File: src/include/usbrx_pkg.sv
// Purpose: Shared constants for the receive endpoint control/status block
// Assumes: 32-bit classic Wishbone, one register per aligned word
// Notes: Register indices are word indices; byte address is index * 4
package usbrx_pkg;
	// ==========================================================
	// Bus geometry
	localparam int USBRX_ADR_W = 12;
	localparam int USBRX_IDX_W = 10;
	localparam int USBRX_LEN_W = 11;
	// ==========================================================
	// Register indices
	localparam logic [9:0] USBRX_IDX_LOW1 = 10'h116;
	localparam logic [9:0] USBRX_IDX_HIGH1 = 10'h117;
	localparam logic [9:0] USBRX_IDX_HIGH2 = 10'h127;
	localparam logic [9:0] USBRX_IDX_HIGH3 = 10'h137;
	localparam logic [9:0] USBRX_IDX_CFG = 10'h140;
	localparam logic [9:0] USBRX_IDX_STAT = 10'h141;
	// ==========================================================
	// Low control/status field positions
	localparam int USBRX_LO_TOGGLE_RESET = 7;
	localparam int USBRX_LO_STALLED = 6;
	localparam int USBRX_LO_SEND_STALL = 5;
	localparam int USBRX_LO_FLUSH = 4;
	localparam int USBRX_LO_DATA_ERROR = 3;
	localparam int USBRX_LO_OVERRUN = 2;
	localparam int USBRX_LO_FULL = 1;
	localparam int USBRX_LO_READY = 0;
	// High control/status field positions
	localparam int USBRX_HI_AUTO_CLEAR = 7;
	// ==========================================================
	// Configuration word fields
	localparam int USBRX_CFG_MAXP_LSB = 0;
	localparam int USBRX_CFG_ISO = 16;
	localparam int USBRX_CFG_HOST = 17;
	localparam int USBRX_CFG_DMA = 18;
	// Status word fields
	localparam int USBRX_ST_TOGGLE = 0;
	localparam int USBRX_ST_STALL_OUT = 1;
	localparam int USBRX_ST_COUNT_LSB = 8;
	// ==========================================================
	// Values after reset
	localparam logic [7:0] USBRX_LOW_RST = 8'h00;
	localparam logic [7:0] USBRX_HIGH_RST = 8'h00;
	localparam logic [10:0] USBRX_MAXP_RST = 11'h040;
	// DMA unload granule in bytes
	localparam logic [2:0] USBRX_DMA_CHUNK = 3'h4;
endpackage

File: src/hdl/usbrx_pkt_queue.sv
// Purpose: Packet bookkeeping for the receive FIFO (length and error)
// Assumes: Push and pop are single-cycle pulses on clk_i
// Notes: A push while full is dropped; the caller flags the overrun
`timescale 1ns/10ps
module usbrx_pkt_queue
	import usbrx_pkg::*;
#(
	parameter int DEPTH = 2,
	parameter int LEN_W = USBRX_LEN_W
) (
	input wire logic clk_i,
	input wire logic rst_i,
	input wire logic push_i,
	input wire logic [LEN_W-1:0] push_len_i,
	input wire logic push_err_i,
	input wire logic pop_i,
	output logic [$clog2(DEPTH+1)-1:0] count_o,
	output logic full_o,
	output logic [LEN_W-1:0] head_len_o,
	output logic head_err_o
);
	localparam int PW = (DEPTH > 1) ? $clog2(DEPTH) : 1;
	localparam int CW = $clog2(DEPTH + 1);

	if (DEPTH < 1 || (DEPTH & (DEPTH - 1)) != 0) begin : g_depth_bad
		$error("DEPTH must be a power of two");
	end

	typedef struct packed {
		logic [DEPTH-1:0][LEN_W:0] ent;
		logic [PW-1:0] wr;
		logic [PW-1:0] rd;
		logic [CW-1:0] cnt;
	} usbrx_q_t;

	usbrx_q_t q, next_q;
	logic do_push, do_pop;

	// ==========================================================
	// Pointer and count update; full drops the push
	always_comb begin
		next_q = q;
		do_push = push_i && (q.cnt != CW'(DEPTH));
		do_pop = pop_i && (q.cnt != '0);
		if (do_push) begin
			next_q.ent[q.wr] = {push_err_i, push_len_i};
			// A single slot keeps its pointer at zero
			next_q.wr = (DEPTH > 1) ? q.wr + PW'(1) : PW'(0);
		end
		if (do_pop)
			next_q.rd = (DEPTH > 1) ? q.rd + PW'(1) : PW'(0);
		if (do_push && !do_pop)
			next_q.cnt = q.cnt + CW'(1);
		else if (do_pop && !do_push)
			next_q.cnt = q.cnt - CW'(1);
	end

	always_ff @(posedge clk_i) begin
		if (rst_i)
			q <= '0;
		else
			q <= next_q;
	end

	assign count_o = q.cnt;
	assign full_o = (q.cnt == CW'(DEPTH));
	assign head_len_o = q.ent[q.rd][LEN_W-1:0];
	assign head_err_o = q.ent[q.rd][LEN_W];

	// ==========================================================
	// Checks
	count_bound_a: assert property (
		@(posedge clk_i) disable iff (rst_i)
		push_i && full_o && !pop_i |=> full_o && $stable(q.wr))
		else $error("push while full altered the queue");
endmodule // usbrx_pkt_queue

File: src/hdl/usbrx_auto_clear.sv
// Purpose: Decides when an unload completes a packet for auto-clear
// Assumes: total_i is the byte count unloaded including the current read
// Notes: Pure combinational decision, registered by the caller
`timescale 1ns/10ps
module usbrx_auto_clear
	import usbrx_pkg::*;
#(
	parameter int LEN_W = USBRX_LEN_W
) (
	input wire logic [LEN_W-1:0] maxp_i,
	input wire logic [LEN_W-1:0] len_i,
	input wire logic [LEN_W:0] total_i,
	input wire logic dma_i,
	output logic hit_o
);
	logic [1:0] rem;
	logic [LEN_W:0] span;
	logic [LEN_W:0] round_up;
	logic [LEN_W:0] low_len;

	// ==========================================================
	// DMA reads whole chunks, so the last read overshoots short sizes
	always_comb begin
		rem = maxp_i[1:0];
		span = (rem == 2'h0) ? (LEN_W+1)'(USBRX_DMA_CHUNK)
			: (LEN_W+1)'(rem);
		round_up = {1'b0, maxp_i} + ((LEN_W+1)'(USBRX_DMA_CHUNK)
			- (LEN_W+1)'(rem)) % (LEN_W+1)'(USBRX_DMA_CHUNK);
		low_len = {1'b0, len_i} + span;
		if (dma_i) begin
			// Sizes in (max - span, max] complete on the rounded count
			hit_o = (len_i <= maxp_i) && (low_len > {1'b0, maxp_i})
				&& (total_i >= round_up);
		end else begin
			// Only a full-size packet clears itself
			hit_o = (len_i == maxp_i) && (total_i >= {1'b0, maxp_i});
		end
	end
endmodule // usbrx_auto_clear

File: src/hdl/usbrx_endpoint.sv
// Purpose: CPU-side control and status of one USB receive endpoint
// Assumes: USB-side events are one-cycle pulses from logic on clk_i
// Notes: Registers are reached over classic Wishbone, 32-bit words
//
// Operation
// - Writing one to toggle-reset forces the data toggle to zero.
// - Stalled flag sets when a STALL is sent, stays until CPU clears.
// - While send-stall is one the endpoint answers with STALL.
// - Send-stall has no effect when the endpoint is isochronous.
// - Flush discards the next packet, resets pointer, clears ready unless another is queued.
// - Data-error sets with ready on CRC/stuff error, clears with it.
// - Data-error and overrun read zero outside isochronous mode.
// - Overrun sets when an OUT packet cannot be stored, CPU clears.
// - FIFO-full is set whenever no further packet fits.
// - Packet received sets ready and signals; CPU clears after unload.
// - Host role auto-clear clears ready after a max-size unload.
// - DMA unloads in four-byte units; remainder zero clears sizes max-3 to max.
// - Each endpoint has an 8-bit high control and status register.
// - DMA clear sizes follow the max size remainder modulo four.
`timescale 1ns/10ps
module usbrx_endpoint
	import usbrx_pkg::*;
#(
	parameter int DEPTH = 2
) (
	input wire logic clk_i,
	input wire logic rst_i,
	input wire logic cyc_i,
	input wire logic stb_i,
	input wire logic we_i,
	input wire logic [USBRX_ADR_W-1:0] adr_i,
	input wire logic [3:0] sel_i,
	input wire logic [31:0] dat_i,
	output logic [31:0] dat_o,
	output logic ack_o,
	input wire logic pkt_rcvd_i,
	input wire logic [USBRX_LEN_W-1:0] pkt_len_i,
	input wire logic pkt_err_i,
	input wire logic stall_sent_i,
	input wire logic fifo_rd_i,
	input wire logic [2:0] fifo_rd_bytes_i,
	output logic stall_o,
	output logic data_toggle_o,
	output logic ready_event_o,
	output logic fifo_ptr_reset_o,
	output logic packet_ready_o,
	output logic fifo_full_o
);
	localparam int CW = $clog2(DEPTH + 1);
	localparam int LW = USBRX_LEN_W;

	if (DEPTH < 1 || DEPTH > 8) begin : g_depth_bad
		$error("DEPTH outside 1..8");
	end

	// ==========================================================
	// State
	typedef struct packed {
		logic ack;
		logic [31:0] rdata;
		logic stalled;
		logic send_stall;
		logic overrun;
		logic toggle;
		logic cfg_iso;
		logic cfg_host;
		logic cfg_dma;
		logic [LW-1:0] maxp;
		logic auto_clear;
		logic [6:0] high1_rest;
		logic [7:0] high2;
		logic [7:0] high3;
		logic [LW:0] unloaded;
		logic evt;
		logic ptr_rst;
		logic stall_out;
		logic ready_out;
		logic full_out;
	} usbrx_state_t;

	usbrx_state_t s, next_s;

	// Queue and decision wires
	logic [CW-1:0] q_count;
	logic q_full;
	logic [LW-1:0] head_len;
	logic head_err;
	logic ready;
	logic [LW:0] total;
	logic hit;
	logic pop;
	logic push_ok;
	logic auto_fire;

	// Bus decode wires
	logic [USBRX_IDX_W-1:0] idx;
	logic req;
	logic wr;
	logic wr_low;
	logic wr_high1;
	logic flush_req;
	logic cpu_clear_ready;
	logic [7:0] rd_low;
	logic [31:0] rd_word;

	// ==========================================================
	// Packet bookkeeping
	usbrx_pkt_queue #(
		.DEPTH(DEPTH),
		.LEN_W(LW)
	) u_queue (
		.clk_i(clk_i),
		.rst_i(rst_i),
		.push_i(pkt_rcvd_i),
		.push_len_i(pkt_len_i),
		.push_err_i(pkt_err_i),
		.pop_i(pop),
		.count_o(q_count),
		.full_o(q_full),
		.head_len_o(head_len),
		.head_err_o(head_err)
	);

	// Auto-clear decision on the byte count after this read
	usbrx_auto_clear #(
		.LEN_W(LW)
	) u_auto (
		.maxp_i(s.maxp),
		.len_i(head_len),
		.total_i(total),
		.dma_i(s.cfg_dma),
		.hit_o(hit)
	);

	// ==========================================================
	// Bus decode; writes land on the edge that sees ack high
	always_comb begin
		idx = adr_i[USBRX_ADR_W-1:2];
		req = cyc_i && stb_i;
		wr = req && we_i && s.ack;
		wr_low = wr && sel_i[0] && (idx == USBRX_IDX_LOW1);
		wr_high1 = wr && sel_i[0] && (idx == USBRX_IDX_HIGH1);
	end

	// ==========================================================
	// Packet-ready and unload tracking
	always_comb begin
		ready = (q_count != '0);
		push_ok = pkt_rcvd_i && !q_full;
		total = s.unloaded + (LW+1)'(fifo_rd_bytes_i);
		flush_req = wr_low && dat_i[USBRX_LO_FLUSH];
		// Only a written zero clears; a one leaves ready alone
		cpu_clear_ready = wr_low && !dat_i[USBRX_LO_READY];
		auto_fire = s.cfg_host && s.auto_clear && ready && fifo_rd_i
			&& hit;
		pop = ready && (flush_req || cpu_clear_ready || auto_fire);
	end

	// ==========================================================
	// Read value of the low register
	always_comb begin
		rd_low = USBRX_LOW_RST;
		rd_low[USBRX_LO_STALLED] = s.stalled;
		rd_low[USBRX_LO_SEND_STALL] = s.send_stall;
		// Error flags only mean something for isochronous traffic
		rd_low[USBRX_LO_DATA_ERROR] = s.cfg_iso && ready
			&& head_err;
		rd_low[USBRX_LO_OVERRUN] = s.cfg_iso && s.overrun;
		rd_low[USBRX_LO_FULL] = q_full;
		rd_low[USBRX_LO_READY] = ready;
	end

	// ==========================================================
	// Read word mux; unmapped words answer zero
	always_comb begin
		rd_word = '0;
		case (idx)
			USBRX_IDX_LOW1: begin
				rd_word[7:0] = rd_low;
			end
			USBRX_IDX_HIGH1: begin
				rd_word[7:0] = {s.auto_clear, s.high1_rest};
			end
			USBRX_IDX_HIGH2: begin
				rd_word[7:0] = s.high2;
			end
			USBRX_IDX_HIGH3: begin
				rd_word[7:0] = s.high3;
			end
			USBRX_IDX_CFG: begin
				rd_word[USBRX_CFG_MAXP_LSB +: LW] = s.maxp;
				rd_word[USBRX_CFG_ISO] = s.cfg_iso;
				rd_word[USBRX_CFG_HOST] = s.cfg_host;
				rd_word[USBRX_CFG_DMA] = s.cfg_dma;
			end
			USBRX_IDX_STAT: begin
				rd_word[USBRX_ST_TOGGLE] = s.toggle;
				rd_word[USBRX_ST_STALL_OUT] = s.stall_out;
				rd_word[USBRX_ST_COUNT_LSB +: CW] = q_count;
			end
			default: begin
				rd_word = '0;
			end
		endcase
	end

	// ==========================================================
	// Next state
	always_comb begin
		next_s = s;
		// One wait state: ack rises a cycle after the request, then drops
		next_s.ack = req && !s.ack;
		if (req && !s.ack)
			next_s.rdata = rd_word;

		// Hardware set beats a same-cycle software clear
		if (wr_low && !dat_i[USBRX_LO_STALLED])
			next_s.stalled = 1'b0;
		if (stall_sent_i)
			next_s.stalled = 1'b1;

		if (wr_low)
			next_s.send_stall = dat_i[USBRX_LO_SEND_STALL];

		if (wr_low && !dat_i[USBRX_LO_OVERRUN])
			next_s.overrun = 1'b0;
		if (pkt_rcvd_i && q_full)
			next_s.overrun = 1'b1;

		// Each stored packet advances the toggle; a reset request wins
		if (push_ok)
			next_s.toggle = !s.toggle;
		if (wr_low && dat_i[USBRX_LO_TOGGLE_RESET])
			next_s.toggle = 1'b0;

		if (wr_high1) begin
			next_s.auto_clear = dat_i[USBRX_HI_AUTO_CLEAR];
			next_s.high1_rest = dat_i[6:0];
		end
		if (wr && sel_i[0] && idx == USBRX_IDX_HIGH2)
			next_s.high2 = dat_i[7:0];
		if (wr && sel_i[0] && idx == USBRX_IDX_HIGH3)
			next_s.high3 = dat_i[7:0];
		if (wr && idx == USBRX_IDX_CFG) begin
			if (sel_i[0])
				next_s.maxp[7:0] = dat_i[7:0];
			if (sel_i[1])
				next_s.maxp[LW-1:8] = dat_i[LW-1:8];
			if (sel_i[2]) begin
				next_s.cfg_iso = dat_i[USBRX_CFG_ISO];
				next_s.cfg_host = dat_i[USBRX_CFG_HOST];
				next_s.cfg_dma = dat_i[USBRX_CFG_DMA];
			end
		end

		// Byte count of the head packet restarts with each new head
		if (pop)
			next_s.unloaded = '0;
		else if (fifo_rd_i && ready)
			next_s.unloaded = total;

		// Output flops
		next_s.evt = push_ok;
		next_s.ptr_rst = flush_req;
		next_s.stall_out = next_s.send_stall
			&& !next_s.cfg_iso;
		next_s.ready_out = ready;
		next_s.full_out = q_full;
	end

	// ==========================================================
	// State register
	always_ff @(posedge clk_i) begin
		if (rst_i) begin
			s <= '0;
			s.maxp <= USBRX_MAXP_RST;
		end else begin
			s <= next_s;
		end
	end

	// ==========================================================
	// Outputs
	assign dat_o = s.rdata;
	assign ack_o = s.ack;
	assign stall_o = s.stall_out;
	assign data_toggle_o = s.toggle;
	assign ready_event_o = s.evt;
	assign fifo_ptr_reset_o = s.ptr_rst;
	assign packet_ready_o = s.ready_out;
	assign fifo_full_o = s.full_out;

	// ==========================================================
	// Checks
	ack_single_a: assert property (
		@(posedge clk_i) disable iff (rst_i)
		ack_o |=> !ack_o)
		else $error("ack held longer than one cycle");

	toggle_reset_a: assert property (
		@(posedge clk_i) disable iff (rst_i)
		wr_low && dat_i[USBRX_LO_TOGGLE_RESET] |=> !data_toggle_o)
		else $error("toggle not cleared by reset write");

	stalled_set_a: assert property (
		@(posedge clk_i) disable iff (rst_i)
		stall_sent_i |=> s.stalled [*1] ##1
		(s.stalled || $past(wr_low && !dat_i[USBRX_LO_STALLED])))
		else $error("stalled flag not set by sent stall");

	stall_issue_a: assert property (
		@(posedge clk_i) disable iff (rst_i)
		wr_low && dat_i[USBRX_LO_SEND_STALL] && !s.cfg_iso
		&& !(wr && idx == USBRX_IDX_CFG) |=> stall_o)
		else $error("stall not issued");

	iso_no_stall_a: assert property (
		@(posedge clk_i) disable iff (rst_i)
		s.cfg_iso |-> !stall_o)
		else $error("stall driven in isochronous mode");

	flush_pop_a: assert property (
		@(posedge clk_i) disable iff (rst_i)
		flush_req && ready && !pkt_rcvd_i
		|=> q_count == $past(q_count) - CW'(1) && fifo_ptr_reset_o)
		else $error("flush did not drop a packet");

	bulk_flags_zero_a: assert property (
		@(posedge clk_i) disable iff (rst_i)
		req && !s.ack && idx == USBRX_IDX_LOW1 && !s.cfg_iso
		|=> dat_o[USBRX_LO_DATA_ERROR:USBRX_LO_OVERRUN] == 2'h0)
		else $error("error flags visible in bulk mode");

	overrun_set_a: assert property (
		@(posedge clk_i) disable iff (rst_i)
		pkt_rcvd_i && q_full |=> s.overrun)
		else $error("overrun not flagged");

	ready_event_a: assert property (
		@(posedge clk_i) disable iff (rst_i)
		pkt_rcvd_i && !q_full |=> ready_event_o ##1 packet_ready_o)
		else $error("received packet not signalled");

	auto_clear_a: assert property (
		@(posedge clk_i) disable iff (rst_i)
		auto_fire && !pkt_rcvd_i |=> q_count == $past(q_count) - CW'(1))
		else $error("auto-clear did not release packet");

	w0c_no_set_a: assert property (
		@(posedge clk_i) disable iff (rst_i)
		wr_low && dat_i[USBRX_LO_STALLED] && !s.stalled && !stall_sent_i
		|=> !s.stalled)
		else $error("writing one set a clear-only flag");
endmodule // usbrx_endpoint

File: config.mk
export PLATFORM = sky130hd
export DESIGN_NAME = usbrx_endpoint
export DESIGN_NICKNAME = d
export VERILOG_FILES = /design/src/include/usbrx_pkg.sv /design/src/hdl/usbrx_pkt_queue.sv /design/src/hdl/usbrx_auto_clear.sv /design/src/hdl/usbrx_endpoint.sv
export SDC_FILE = /design/constraint.sdc
export NUM_CORES = 1
export LEC_CHECK = 0
export BUFFER_PORTS_ARGS = -buffer_cell sky130_fd_sc_hd__buf_2
export CORE_MARGIN = 2
export CORE_UTILIZATION = 41
export CTS_BUF_LIST = sky130_fd_sc_hd__clkbuf_4 sky130_fd_sc_hd__clkbuf_8
export CTS_CLUSTER_DIAMETER = 200
export DETAILED_ROUTE_END_ITERATION = 8
export GPL_ROUTABILITY_DRIVEN = 0
export HOLD_SLACK_MARGIN = 0.1
export PLACE_DENSITY = 0.61
export SLEW_MARGIN = 20
export SYNTH_ARGS = -nofsm -noshare
export SYNTH_HDL_FRONTEND = slang
export SYNTH_SLANG_ARGS = --single-unit
File: constraint.sdc
create_clock -name clk_i -period 5.3 [get_ports clk_i]
set_input_delay 0.265 -clock clk_i [delete_from_list [all_inputs] [get_ports clk_i]]
set_output_delay 0.265 -clock clk_i [all_outputs]
set_load 0.02 [all_outputs]
==> results.ini <==
[run_status]
status=completed

[power_and_ir_drop]
pwr-share-clk_pct=32.0
irDropWorstVdd_uv=170
power.density_nw_per_um2=239
sequentialPowerShare_pct=50.3
pwr-share-comb_pct=17.7
p_switching_mw=0.497
p_int_mw=1.12
totalPowerFinal_mw=1.62
p_leak_nw=2.83
swShare_pct=30.7

[timing]
worst_pin_slew_ns=1.01
slew_violations=0
fin_skew_ns=0.0200
setup_viol=0
finalHoldViolCount=0
finalCriticalPeriod_ns=4.79
max_freq_mhz=209
fin_crit_sh_pct=90.4
holdWs_ns=0.114
tns_ns=0
rsz0062_at_grt=false
relSlewSlack_pct=32.2

[final_layout]
final_nets=912
final_common_cell=dfxtp_1
layout_common_cells=102 x dfxtp_1, 89 x nand2_1, 82 x nor2_1
area_delta_synth_final_pct=8.39
diodes=0
final_layout_size_suffix_gt1_share_pct=14.2

[setup_path]
worstSetupEndpointType=register
critPathLaunch=u_queue.q[2]$_SDFFE_PP0P_
crit_required_ns=5.61
reg2reg_to=u_queue.count_o[1]$_SDFFE_PP0P_
crit_fanout=7
r2r_slack_ns=0.51
start_kind=register
r2r_cells=20
cp-endpoint=u_queue.count_o[1]$_SDFFE_PP0P_
cp.arrival_ns=5.11
crit_type=reg -> reg
timing.rr.start=u_queue.q[2]$_SDFFE_PP0P_

[route]
vias_per_cell=5.24
wl_per_cell_um=15.8
route.detailed.drc=0
drt-total-wl_um=15500
ant_nets=0
num_vias=5130
drt_iter0_drc=246
first_pass_iters=5

[placement]
port_buffers=70
dp_hpwl_um=11700

[global_routing]
grt_overflow=0
grt_use_total_pct=20.0
grt_pass1_wl_um=25600
antenna_found_initial=0
grt_max_degree=53
grt_pass1_vias=4884

[floorplanning]
die_x_um=127
ios=110
rows=45
initial_core_util_pct=41.6
die_area_um2=16200
dieHeight_um=127
core_area_um2=15000

[synth]
ys_seq_area_share_pct=32.7
syn_area_per_cell_um2=8.38
synth_flop_cell=dfxtp_1
async_flop_share_pct=0
synth-edff-count=0
synthCells=746
synth.area.top_cells=dfxtp_1 33%, ha_1 11%, mux2i_1 8.2%
ys_ff_latch=102
ys_types=54
syn_area_um2=6250
synth.top_cell.area_share_pct=32.7
synth_top_area_cell=dfxtp_1
yosysWarningCount=0

[worst_hold_path]
hp-class=in -> reg
hp-start=pkt_len_i[8]

[cts]
cts_buffers=9
clk_path_buf_depth=2
path_clk_slew_ns=0.11
htree_levels=3
ctsRootBufferMaster=clkbuf_8
clock-sinks=102
cts_tree=done
clock_latency_ns=0.40

[run]
cap_violations=0

-- power by group through the flow --
stage	combinational, mW	sequential [mW]	clock [mW]
finish	0.287	0.815	0.518
global route	0.327	0.819	0.556
CTS	0.288	0.815	0.528
detailed placement	0.286	0.833	0
global placement	0.285	0.832	0
floorplan	0.214	0.830	0
-- metrics by stage --
stage                     setup WS [ns]  cell area, um2  instances  util (%)
final                             0.507            6770        979      45.1
after global routing              0.173            6770        979      45.1
after CTS                         0.506            6760        978      45.0
after detailed placement          0.574            6560        961      43.6
after global placement            0.654            6560        961      43.6
after floorplan                   0.431            6310        763         -
-- worst min path at each step --
stage / slack [ns] / depth (start not counted) / end
global route: 0.11 / 3 / u_queue.q[22]$_SDFFE_PP0P_
global placement: 0.44 / 2 / u_queue.q[14]$_SDFFE_PP0P_
floorplan: 0.36 / 1 / data_toggle_o$_SDFFE_PP0P_
detailed placement: 0.45 / 2 / u_queue.q[14]$_SDFFE_PP0P_
CTS: 0.10 / 3 / u_queue.q[24]$_SDFFE_PP0P_
finish: 0.11 / 3 / u_queue.q[24]$_SDFFE_PP0P_
-- synthesized netlist by cell type, drive strengths merged, types with 9 or more instances --
master and count:
a21oi 62, nor2 82, a211oi 9, o21ai 21, nand2 89, clkbuf 27
mux2i 51, inv 26, nand3 26, nor3 27, dfxtp 102, buf 37
ha 53, nand4 9, xor2 16, xnor2 25
-- layer usage --
metal	track usage, %	wire, um
met5	0	0
met4	7.05	259
met3	3.18	532
met1	27.2	7490
met2	32.2	7180
-- registers in the layout, indices dropped and copies added (netlist names) --
signal / cells
ready_event_o: 1
s: 51
u_queue.q: 26
u_queue.count_o: 2
ack_o: 1
stall_o: 1
fifo_full_o: 1
fifo_ptr_reset_o: 1
data_toggle_o: 1
dat_o: 14
packet_ready_o: 1
rd_low: 2
-- what timing repair did --
| item | CTS | global route |
|---|---|---|
| endpoints found under the hold margin | 1 | 1 |
| resized for setup | 0 | 0 |
| hold buffers | 1 | 1 |
| buffers inserted | 0 | 0 |
-- worst max-delay path, stage by stage (launching register included) --
cell and delay [ns]:
dfxtp_1 0.48, mux2i_1 0.37, inv_1 0.09, ha_1 0.23
fa_1 0.40, a21oi_1 0.15, nor2_1 0.08, and3_1 0.20
nand3_1 0.09, xnor2_1 0.07, ha_1 0.29, and3_1 0.22
nand2_1 0.07, a211oi_1 0.22, a211oi_1 0.11, or4_4 0.57
a21oi_2 0.18, inv_1 0.07, ha_1 0.31, or3_1 0.37
a21oi_1 0.14
-- layout make-up --
class	count	area, um2
timing repair buffer	76	403
inverter	26	97.6
clock buffer	9	124
multi-input combinational	571	3800
sequential	102	2040
fill	1516	8260
tap	188	235
clock inverter	7	71.3
-- logic make-up (layout without fill, tap and decap cells) --
logic type | after synthesis | count (layout) | share of synthesized area, %
XOR/XNOR | 41 | 41 | 5.75
buffers and inverters | 90 | 118 | 7.53
other | 1 | 18 | 0.0600
AND/OR/NAND/NOR | 274 | 274 | 20.8
flip-flops | 102 | 102 | 32.7
AO/OA/AOI/OAI | 124 | 124 | 12.4
adder cells (fa/ha/maj) | 55 | 55 | 11.3
multiplexers | 59 | 59 | 9.61
Note: power is estimated with default switching activity, not from simulation.
